[src/rtl/dct_pkg.sv]
// dct_pkg: register map, field layout and codes of the dual 8/16-bit composite timer
// assumes an apb slave with 32-bit data and a 20 mhz pclk
// Function
// - upper output holds when stopped
// - upper output reads zero when undefined
// - lower output reads zero in capture
// - function change restores last or zero
// - source select picks external or internal lower input
// - join bit cascades timers into sixteen bits
// - start in variable pwm clears join
// - join write ignored while running
// - upper input filter four encodings
// - lower input filter four encodings
// - filter writes locked while lower runs; filters off outside measuring and capture
// - interval loads latch, clears count on match except free-running
// - fixed pwm high, low on match
// - variable pwm low width and period
// - pulse result stored, flag set, read clears
// - high pulse stored despite flag
// - capture edge copies counter into data
// - software write overwrites stored result
// - upper read buffers lower value
// - lower write moves write buffer up
// - run enable clears count, starts zero
package dct_pkg;
  localparam int ADDR_W = 16;
  // register indices; byte address is four times the index
  localparam logic [11:0] IDX_UDATA = 12'hf94;
  localparam logic [11:0] IDX_LDATA = 12'hf95;
  localparam logic [11:0] IDX_MODE = 12'hf96;
  localparam logic [11:0] IDX_LCTRL = 12'hf97;
  localparam logic [11:0] IDX_UCTRL = 12'hf98;
  // mode control fields
  localparam int MC_SRC = 5;
  localparam int MC_JOIN = 4;
  localparam int MC_UFLT = 2;
  localparam int MC_LFLT = 0;
  // per-timer control fields: run 7, flag 6, initial output 4, function 3:0
  localparam int CR_RUN = 7;
  localparam int CR_SO = 4;
  localparam logic [7:0] DATA_RST = 8'h00;
  localparam logic [3:0] FN_RST = 4'h0;
  // function select codes
  localparam logic [3:0] FN_ONE = 4'h0;
  localparam logic [3:0] FN_CONT = 4'h1;
  localparam logic [3:0] FN_FREE = 4'h2;
  localparam logic [3:0] FN_PWMF = 4'h3;
  localparam logic [3:0] FN_PWMV = 4'h4;
  localparam logic [3:0] FN_PWH = 4'h5;
  localparam logic [3:0] FN_PWL = 4'h6;
  localparam logic [3:0] FN_PWCR = 4'h7;
  localparam logic [3:0] FN_PWCF = 4'h8;
  localparam logic [3:0] FN_PWHC = 4'h9;
  localparam logic [3:0] FN_CAPR = 4'ha;
  localparam logic [3:0] FN_CAPF = 4'hb;
  localparam logic [15:0] TOP8 = 16'h00ff;
  localparam logic [15:0] TOP16 = 16'hffff;
  localparam int CLK_HZ = 20000000;
  typedef enum logic {PW_IDLE = 1'b0, PW_MEAS = 1'b1} dct_pw_t;
endpackage

[src/rtl/dct_timer.sv]
// dct_timer: two 8-bit timers joinable into one 16-bit timer, apb register access
// assumes inputs synchronous to pclk and a zero-wait apb master
//
// Our own choice: the APB slave port.
`timescale 1ns/1ps
module dct_timer #(
  parameter int CNT_DIV = 1
) (
  input logic pclk,
  input logic presetn,
  input logic psel,
  input logic penable,
  input logic pwrite,
  input logic [dct_pkg::ADDR_W-1:0] paddr,
  input logic [31:0] pwdata,
  output logic [31:0] prdata,
  output logic pready,
  output logic pslverr,
  input logic lower_external_input,
  input logic upper_external_input,
  input logic internal_capture_source,
  output logic lower_timer_out,
  output logic upper_timer_out
);
  import dct_pkg::*;

  if (CNT_DIV < 1 || CNT_DIV > 256) begin : g_chk
    $error("CNT_DIV must be 1 to 256");
  end

  // ***************************************************
  // bus decode
  // ***************************************************
  logic [31:0] prdata_reg;
  logic pready_reg;
  logic pslverr_reg;
  logic [1:0][7:0] data_reg;
  logic [1:0][3:0] fn_reg;
  logic [1:0][1:0] flt_reg;
  logic [1:0] so_reg;
  logic [1:0] run_reg;
  logic [1:0] run_next;
  logic [1:0] bf_reg;
  logic join_reg;
  logic src_reg;
  logic [7:0] rbuf_reg;
  logic [7:0] wbuf_reg;
  logic [7:0] div_reg;
  logic tick_reg;
  logic [1:0][15:0] cntw;
  logic [1:0][15:0] stv;
  logic [1:0] ost;
  logic [1:0] hitw;
  logic [1:0] strtw;
  logic [1:0] st;
  logic [1:0] pst;
  logic [1:0] stopw;

  wire setup = psel & ~penable;
  wire done = psel & penable & pready_reg;
  wire wr = done & pwrite;
  wire rd = done & ~pwrite;
  wire [11:0] idx = paddr[13:2];
  wire al = (paddr[15:14] == 2'b00) && (paddr[1:0] == 2'b00);
  wire s_ud = al && idx == IDX_UDATA;
  wire s_ld = al && idx == IDX_LDATA;
  wire s_mc = al && idx == IDX_MODE;
  wire s_lc = al && idx == IDX_LCTRL;
  wire s_uc = al && idx == IDX_UCTRL;
  wire mapped = s_ud | s_ld | s_mc | s_lc | s_uc;
  wire [7:0] wb = pwdata[7:0];
  wire [1:0] wr_dat = {wr & s_ud, wr & s_ld};
  wire [1:0] wr_ctl = {wr & s_uc, wr & s_lc};
  wire wr_mc = wr & s_mc;
  wire rd_ld = rd & s_ld;
  wire rd_ud = rd & s_ud;

  // shared run: joined or variable pwm both timers start and stop together
  wire var0 = fn_reg[0] == FN_PWMV;
  wire shared = join_reg | var0;
  wire buf16 = join_reg & var0;
  wire rv = wb[CR_RUN];
  wire start_req = (wr_ctl[0] & rv & ~run_reg[0]) | (wr_ctl[1] & rv & ~run_reg[1]);
  wire [1:0] stops = shared ? {2{|stopw}} : stopw;
  wire [1:0] intf = {fn_reg[1] <= FN_FREE, fn_reg[0] <= FN_FREE};
  wire [1:0] zblk = {2{~join_reg & (wb == 8'h00)}} & intf;
  wire [1:0] showc = {fn_reg[1] <= FN_PWMV, fn_reg[0] <= FN_PWMV};
  wire [1:0] capf = {fn_reg[1] >= FN_CAPR, fn_reg[0] >= FN_CAPR};

  // ***************************************************
  // read path
  // ***************************************************
  // counting functions read the live count, measuring ones the stored result
  wire [7:0] lraw = showc[0] ? cntw[0][7:0] : data_reg[0];
  wire [7:0] lval = buf16 ? rbuf_reg : lraw;
  wire [7:0] uval = join_reg ? (showc[0] ? cntw[0][15:8] : data_reg[1])
                             : (showc[1] ? cntw[1][7:0] : data_reg[1]);
  wire uo_ok = ~join_reg & ~var0 & (fn_reg[1] != FN_PWMV) & ~capf[1];
  wire [7:0] mval = {ost[1] & uo_ok, ost[0] & ~capf[0], src_reg, join_reg,
                     flt_reg[1], flt_reg[0]};
  wire [7:0] lcv = {run_reg[0], bf_reg[0], 1'b0, so_reg[0], fn_reg[0]};
  wire [7:0] ucv = {run_reg[1], bf_reg[1], 1'b0, so_reg[1], fn_reg[1]};
  wire [7:0] rmux = s_ld ? lval : s_ud ? uval : s_mc ? mval : s_lc ? lcv : s_uc ? ucv : 8'h00;

  // registered answer: pready rises in the first access cycle
  always_ff @(posedge pclk or negedge presetn) begin
    if (!presetn) begin
      prdata_reg <= 32'h0;
      pready_reg <= 1'b0;
      pslverr_reg <= 1'b0;
    end else begin
      pready_reg <= setup;
      pslverr_reg <= setup & ~mapped;
      if (setup && !pwrite) begin
        prdata_reg <= {24'h0, rmux};
      end
    end
  end

  // count clock divider; a slower count rate is a one-cycle enable
  always_ff @(posedge pclk or negedge presetn) begin
    if (!presetn) begin
      div_reg <= 8'h00;
      tick_reg <= 1'b0;
    end else begin
      tick_reg <= div_reg == 8'(CNT_DIV - 1);
      div_reg <= (div_reg == 8'(CNT_DIV - 1)) ? 8'h00 : div_reg + 8'h01;
    end
  end

  // ***************************************************
  // control and mode registers
  // ***************************************************
  always_comb begin
    run_next = run_reg & ~stops;
    if (wr_ctl[0]) begin
      run_next = shared ? {2{rv}} : {run_next[1], rv};
    end
    if (wr_ctl[1]) begin
      run_next = shared ? {2{rv}} : {rv, run_next[0]};
    end
  end

  // function and initial output only change while the timer is stopped
  always_ff @(posedge pclk or negedge presetn) begin
    if (!presetn) begin
      fn_reg <= {FN_RST, FN_RST};
      so_reg <= 2'b00;
      run_reg <= 2'b00;
      join_reg <= 1'b0;
      src_reg <= 1'b0;
      flt_reg <= '0;
    end else begin
      run_reg <= run_next;
      for (int j = 0; j < 2; j++) begin
        if (wr_ctl[j] && !run_reg[j]) begin
          fn_reg[j] <= wb[3:0];
        end
        if (wr_ctl[j] && run_reg == 2'b00) begin
          so_reg[j] <= wb[CR_SO];
        end
      end
      if (wr_mc) begin
        src_reg <= wb[MC_SRC];
      end
      if (start_req && join_reg && var0) begin
        join_reg <= 1'b0;
      end else if (wr_mc && run_reg == 2'b00) begin
        join_reg <= wb[MC_JOIN];
      end
      if (wr_mc && !run_reg[0]) begin
        flt_reg <= {wb[MC_UFLT +: 2], wb[MC_LFLT +: 2]};
      end
    end
  end

  // result-held flags: a new result wins over a clearing read
  always_ff @(posedge pclk or negedge presetn) begin
    if (!presetn) begin
      bf_reg <= 2'b00;
    end else begin
      bf_reg[0] <= pst[0] | (bf_reg[0] & ~(join_reg ? rd_ud : rd_ld));
      bf_reg[1] <= ~join_reg & (pst[1] | (bf_reg[1] & ~rd_ud));
    end
  end

  // data registers; a software write lands after a same-cycle result
  always_ff @(posedge pclk or negedge presetn) begin
    if (!presetn) begin
      data_reg <= {DATA_RST, DATA_RST};
      rbuf_reg <= DATA_RST;
      wbuf_reg <= DATA_RST;
    end else begin
      if (st[0]) begin
        data_reg[0] <= stv[0][7:0];
        if (join_reg) begin
          data_reg[1] <= stv[0][15:8];
        end
      end
      if (st[1] && !join_reg) begin
        data_reg[1] <= stv[1][7:0];
      end
      if (rd_ud && buf16) begin
        rbuf_reg <= lraw;
      end
      if (wr_dat[1]) begin
        if (buf16) begin
          wbuf_reg <= wb;
        end else if (!zblk[1]) begin
          data_reg[1] <= wb;
        end
      end
      if (wr_dat[0]) begin
        if (buf16) begin
          data_reg[0] <= wb;
          data_reg[1] <= wbuf_reg;
        end else if (!zblk[0]) begin
          data_reg[0] <= wb;
        end
      end
    end
  end

  // ***************************************************
  // per-timer counters, input filters and measurement
  // ***************************************************
  for (genvar i = 0; i < 2; i++) begin : g_ch
    logic [15:0] cnt_reg;
    logic [15:0] lat_reg;
    logic ost_reg;
    logic sav_reg;
    logic [3:0] lfn_reg;
    logic runq_reg;
    logic [1:0] smp_reg;
    logic fin_reg;
    logic fq_reg;
    dct_pw_t pw_reg;

    wire [3:0] fn = var0 ? FN_PWMV : fn_reg[i]; // variable pwm makes the upper counter the period counter
    wire jn = join_reg & (i == 0);
    wire act = run_reg[i] & ~(join_reg & (i == 1));
    wire [15:0] top = jn ? TOP16 : TOP8;
    wire [15:0] cmpd = jn ? {data_reg[1], data_reg[0]} : {8'h00, data_reg[i]};
    wire strt = act & ~runq_reg;
    wire hit = tick_reg & act & (cnt_reg == lat_reg);
    wire ovf = tick_reg & act & (cnt_reg == top);
    wire [15:0] nxt = (cnt_reg == top) ? 16'h0000 : cnt_reg + 16'h0001;
    wire isint = fn <= FN_FREE;
    wire isfix = fn == FN_PWMF;
    wire isvar = fn == FN_PWMV;
    wire ispwc = fn >= FN_PWH && fn <= FN_PWHC;
    wire iscap = fn >= FN_CAPR;
    wire hc = fn == FN_PWHC;
    wire cyc = fn == FN_PWCR || fn == FN_PWCF;
    // filters act only while measuring or capturing
    wire [1:0] fen = (ispwc | iscap) ? flt_reg[i] : 2'b00;
    wire raw = (i == 0) ? (src_reg ? internal_capture_source : lower_external_input)
                        : upper_external_input;
    wire rise_ok = fen[0] ? (smp_reg[1] & smp_reg[0]) : smp_reg[0];
    wire fall_ok = fen[1] ? ~(smp_reg[1] | smp_reg[0]) : ~smp_reg[0];
    wire re = fin_reg & ~fq_reg;
    wire fe = ~fin_reg & fq_reg;
    wire sedg = (fn == FN_PWL || fn == FN_PWCF) ? fe : re;
    wire eedg = (fn == FN_PWH || fn == FN_PWCF || hc) ? fe : re;
    wire meas = ispwc & act & (pw_reg == PW_MEAS);
    wire pend = meas & eedg;
    wire hcyc = meas & hc & re;
    wire cedg = (fn == FN_CAPR) ? re : (fn == FN_CAPF) ? fe : (re | fe);
    wire fchg = wr_ctl[i] & ~run_reg[i] & (wb[3:0] != fn_reg[i]);
    wire pm1 = (i == 0) & isvar & hitw[1];

    // a held flag blocks a new result, except the high pulse of the combined mode
    assign pst[i] = (pend & (~bf_reg[i] | hc)) | (hcyc & ~bf_reg[i]);
    assign st[i] = pst[i] | (iscap & act & cedg);
    assign stv[i] = cnt_reg;
    assign cntw[i] = cnt_reg;
    assign ost[i] = ost_reg;
    assign hitw[i] = hit;
    assign strtw[i] = strt;
    assign stopw[i] = hit & (fn == FN_ONE);

    // input sampling and pulse noise removal
    always_ff @(posedge pclk or negedge presetn) begin
      if (!presetn) begin
        smp_reg <= 2'b00;
        fin_reg <= 1'b0;
        fq_reg <= 1'b0;
      end else begin
        smp_reg <= {smp_reg[0], raw};
        fin_reg <= rise_ok ? 1'b1 : (fall_ok ? 1'b0 : fin_reg);
        fq_reg <= fin_reg;
      end
    end

    // counter, comparator latch and measurement state
    always_ff @(posedge pclk or negedge presetn) begin
      if (!presetn) begin
        cnt_reg <= 16'h0000;
        lat_reg <= 16'h0000;
        runq_reg <= 1'b0;
        pw_reg <= PW_IDLE;
      end else begin
        runq_reg <= act;
        if (!act) begin
          cnt_reg <= 16'h0000;
          pw_reg <= PW_IDLE;
        end else if (strt) begin
          cnt_reg <= 16'h0000;
          lat_reg <= cmpd;
          pw_reg <= PW_IDLE;
        end else if (ispwc) begin
          if (pw_reg == PW_IDLE) begin
            if (sedg) begin
              cnt_reg <= 16'h0000;
              pw_reg <= PW_MEAS;
            end
          end else if (hcyc || (pend && cyc)) begin
            cnt_reg <= 16'h0000;
          end else if (pend && !hc) begin
            pw_reg <= PW_IDLE;
          end else if (tick_reg) begin
            cnt_reg <= nxt;
          end
        end else if (tick_reg) begin
          if ((isint && hit) || (isfix && ovf) || (isvar && (pm1 || (i == 1 && hit)))) begin
            lat_reg <= cmpd;
          end
          if (isint && hit && fn != FN_FREE) begin
            cnt_reg <= 16'h0000;
          end else if (isfix && ovf) begin
            cnt_reg <= 16'h0000;
          end else if (isvar && (pm1 || (i == 1 && hit))) begin
            cnt_reg <= 16'h0000;
          end else begin
            cnt_reg <= nxt;
          end
        end
      end
    end

    // output state: set at start, stepped by matches, held when stopped
    always_ff @(posedge pclk or negedge presetn) begin
      if (!presetn) begin
        ost_reg <= 1'b0;
        sav_reg <= 1'b0;
        lfn_reg <= FN_RST;
      end else if (!act) begin
        if (runq_reg) begin
          sav_reg <= ost_reg;
        end
        if (fchg) begin
          ost_reg <= (wb[3:0] == lfn_reg) ? sav_reg : 1'b0;
        end
      end else begin
        lfn_reg <= fn;
        if (strt) begin
          ost_reg <= isfix | (~isvar & ~iscap & so_reg[i]);
        end else if (isint && hit) begin
          ost_reg <= ~ost_reg;
        end else if (isfix && (hit || ovf)) begin
          ost_reg <= ovf;
        end else if (pm1) begin
          ost_reg <= 1'b0;
        end else if (isvar && hit && i == 0) begin
          ost_reg <= 1'b1;
        end
      end
    end
  end

  assign prdata = prdata_reg;
  assign pready = pready_reg;
  assign pslverr = pslverr_reg;
  assign lower_timer_out = g_ch[0].ost_reg;
  assign upper_timer_out = g_ch[1].ost_reg;
endmodule

[config.mk]
export PLATFORM = sky130hd
export DESIGN_NAME = dct_timer
export DESIGN_NICKNAME = d
export VERILOG_FILES = /design/src/rtl/dct_pkg.sv /design/src/rtl/dct_timer.sv
export SDC_FILE = /design/constraint.sdc
export NUM_CORES = 1
export LEC_CHECK = 0
export BUFFER_PORTS_ARGS = -buffer_cell sky130_fd_sc_hd__buf_2
export CORE_MARGIN = 5
export CORE_UTILIZATION = 55
export CTS_CLUSTER_DIAMETER = 60
export DETAILED_ROUTE_END_ITERATION = 8
export PLACE_DENSITY = 0.78
export SYNTH_ARGS = -nofsm -noshare
export SYNTH_HDL_FRONTEND = slang
export SYNTH_SLANG_ARGS = --single-unit
[constraint.sdc]
create_clock -name pclk -period 6.65 [get_ports pclk]
set_clock_uncertainty 0.05 [all_clocks]
set_input_delay 0.3325 -clock pclk [delete_from_list [all_inputs] [get_ports pclk]]
set_output_delay 0.3325 -clock pclk [all_outputs]
set_load 0.01 [all_outputs]
==> flow_summary.json <==
{
  "tightest_slew_ns": 1.11,
  "hp-class": "input pin to flop",
  "die_height_um": 141,
  "grt_util_all_layers_pct": 25.0,
  "place.gp.congestion": 0.984,
  "synth_top_cell_area_share_pct": 40.3,
  "wl_per_cell_um": 19.6,
  "routed_wl_mm": 24.4,
  "yosys-top-cells-count": "dfrtp_1 (151), nand2_1 (112), nor2_1 (69)",
  "multi_input_area_sq_um": 5100,
  "area_growth_pct": 9.06,
  "holdWs_ns": 0.0873,
  "syn_inst": 1015,
  "path_cells": "nor4b_4 > o22ai_1 > a2111oi_0 > nor4_1 > a221o_1 > or2_1 > o41ai_1",
  "h-tree-depth": 4,
  "vias": 7889,
  "grt_pass1_wl_mm": 39.9,
  "stdcell_count": 1248,
  "peakVddDrop_mv": 0.165,
  "fmax_ghz": 0.236,
  "syn_area_per_cell_sq_um": 9.23,
  "status": "finished, final reports clean",
  "numCtsBuffers": 17,
  "ys_types": 73,
  "synth_top_cell_by_area": "dfrtp_1",
  "crit_path_end_kind": "flop",
  "r2r_start": "fn_reg[2]",
  "min_from": "internal_capture_source",
  "fp.coreArea_sq_um": 16600,
  "path_buf_inv": 0,
  "firstDrtPassIters": 8,
  "cp_slowest_cell": "nor4b_4",
  "cp_top_family": "compound AO/OA/AOI/OAI gates",
  "cts_tree": "built",
  "setup_viol": 0,
  "cts_root_buf": "clkbuf_16",
  "hold_viol_final": 0,
  "die_w_um": 141,
  "dieArea_sq_um": 19700,
  "cpPeakStageDelay_ns": 0.92,
  "viasPerCell": 6.32,
  "synth-async-reset-ratio_pct": 100,
  "antenna_found_initial": 0,
  "cp.required_ns": 6.91,
  "synthTopCellsByArea": "dfrtp_1 (40%), mux2_2 (6.6%), mux2i_1 (5.6%)",
  "nNetsFinal": 1079,
  "gr-total-overflow": 0,
  "drv_cap": 0,
  "syn-cell-area_sq_um": 9370,
  "synth_ff_type": "dfrtp_1",
  "synth.most_common_cell": "dfrtp_1",
  "grt_pass1_vias": 7593,
  "startpoint": "fn_reg[2]",
  "clock_path_buffers": 2,
  "hpwl_mm": 16.7,
  "pre_cts_ws_ns": 2.66,
  "seq_area_sq_um": 3780,
  "synth_edf_count": 0,
  "fin_crit_ns": 4.24,
  "slew_headroom_pct": 25.6,
  "crit_path_start_kind": "flop",
  "ioPinCount": 92,
  "first_iter_violations": 974,
  "initial_core_util_pct": 56.3,
  "num_rows": 47,
  "critical_path_class": "flop to flop",
  "cellPowerDensity_nw_per_um2": 218,
  "p_leak_nw": 4.59,
  "cts_resized": 0,
  "fin_crit_sh_pct": 63.8,
  "finalPower_mw": 2.22,
  "rsz0062_at_grt": "false",
  "tns_ns": 0,
  "placed_cells": 1214,
  "cp_max_fo": 25,
  "fillers": 1334,
  "worst_slack_ns": 2.41,
  "drive_above_1_share_pct": 15.2,
  "yosys_warnings": 0,
  "grt_start_max_net_pins": 91,
  "ant_nets": 0,
  "drcViolationCount": 0,
  "synth_seq_cells": 151,
  "antennaDiodeCount": 0,
  "clock_latency_ns": 0.43,
  "final_max_slew_viol_count": 0,
  "clock_sinks": 151,
  "port_buffers": 43,
  "ys_seq_area_share_pct": 40.3,
  "path_clk_slew_ns": 0.06,
  "largest_register_ffs": 32,
  "cp.arrival_ns": 4.50
}
-- layer usage --
| metal | vias to the layer above | track usage, % | wire [um] |
|---|---|---|---|
| li1 | 3633 | - | - |
| met1 | 3804 | 35.1 | 10500 |
| met2 | 378 | 38.0 | 11000 |
| met3 | 74 | 6.03 | 2120 |
| met4 | 0 | 8.98 | 775 |
| met5 | - | 0 | 0 |
-- worst register-to-register path, delay by kind of cell, from the launching register on --
kind	cells	cell delay (ns)
compound gates	4	1.63
flops	1	0.85
simple gates	3	1.59
-- placed cells by master (no fill, tap or decap), types with 15 or more instances in the layout --
master       n
a211oi_1    15
a21oi_1     42
a2bb2oi_1   17
buf_2       42
clkbuf_16   17
conb_1      24
dfrtp_1    151
inv_1       30
mux2_2      55
mux2i_1     52
nand2_1    112
nand2b_1    17
nand3_1     39
nand4_1     15
nor2_1      69
nor3_1      20
o21ai_0     39
o22ai_1     18
xnor2_1     29
xor2_1      17
-- path summary, 6_finish.rpt --
| path | slack, ns | cells after the start | to |
|---|---|---|---|
| worst max-delay path | 2.41 | 7 | g_ch[1].cnt_reg[7] |
| worst min-delay path | 0.09 | 2 | g_ch[0].smp_reg[0] |
| worst max register to register | 2.41 | 7 | g_ch[1].cnt_reg[7] |
| worst min register to register | 0.35 | 0 | g_ch[0].smp_reg[1] |
| max in group asynchronous | 4.70 | 3 | data_reg[2] |
| min in group asynchronous | 0.51 | 2 | div_reg[1] |
-- area by class of cell --
type                            count  share of cell area (%)
Inverter                           30                    1.10
Tap cell                          220                    2.69
Clock buffer                       20                    4.37
Multi-Input combinational cell    765                    49.9
Clock inverter                     12                    2.18
Sequential cell                   151                    37.0
Timing Repair Buffer               50                    2.73
-- metrics by stage --
step                      util [%]  instance area (sq um)
final                         61.4                  10200
after global placement        57.2                   9530
after global routing          61.4                  10200
after floorplan                  -                   9450
after CTS                     61.4                  10200
after detailed placement      57.2                   9530
-- power breakdown --
group	switching, mW	internal, mW	leakage [nW]	total [mW]
Combinational	0.0966	0.0517	2.32	0.148
Clock	0.393	0.714	0.321	1.11
Sequential	0.0291	0.938	1.95	0.967
-- cell families after synthesis --
family / count (synthesis) / synth area share (%)
simple gates: 360 / 19.5
compound gates: 220 / 16.5
flops: 151 / 40.3
buf+inv: 122 / 6.13
mux: 107 / 12.2
xor+xnor: 46 / 4.30
fa+ha+maj: 8 / 1.07
other cells: 1 / 0.0400
-- timing repair --
action,CTS,global route
buffers inserted,0,0
hold buffers,2,0
hold endpoints to repair,90,0
(Power assumes the default switching activity.)
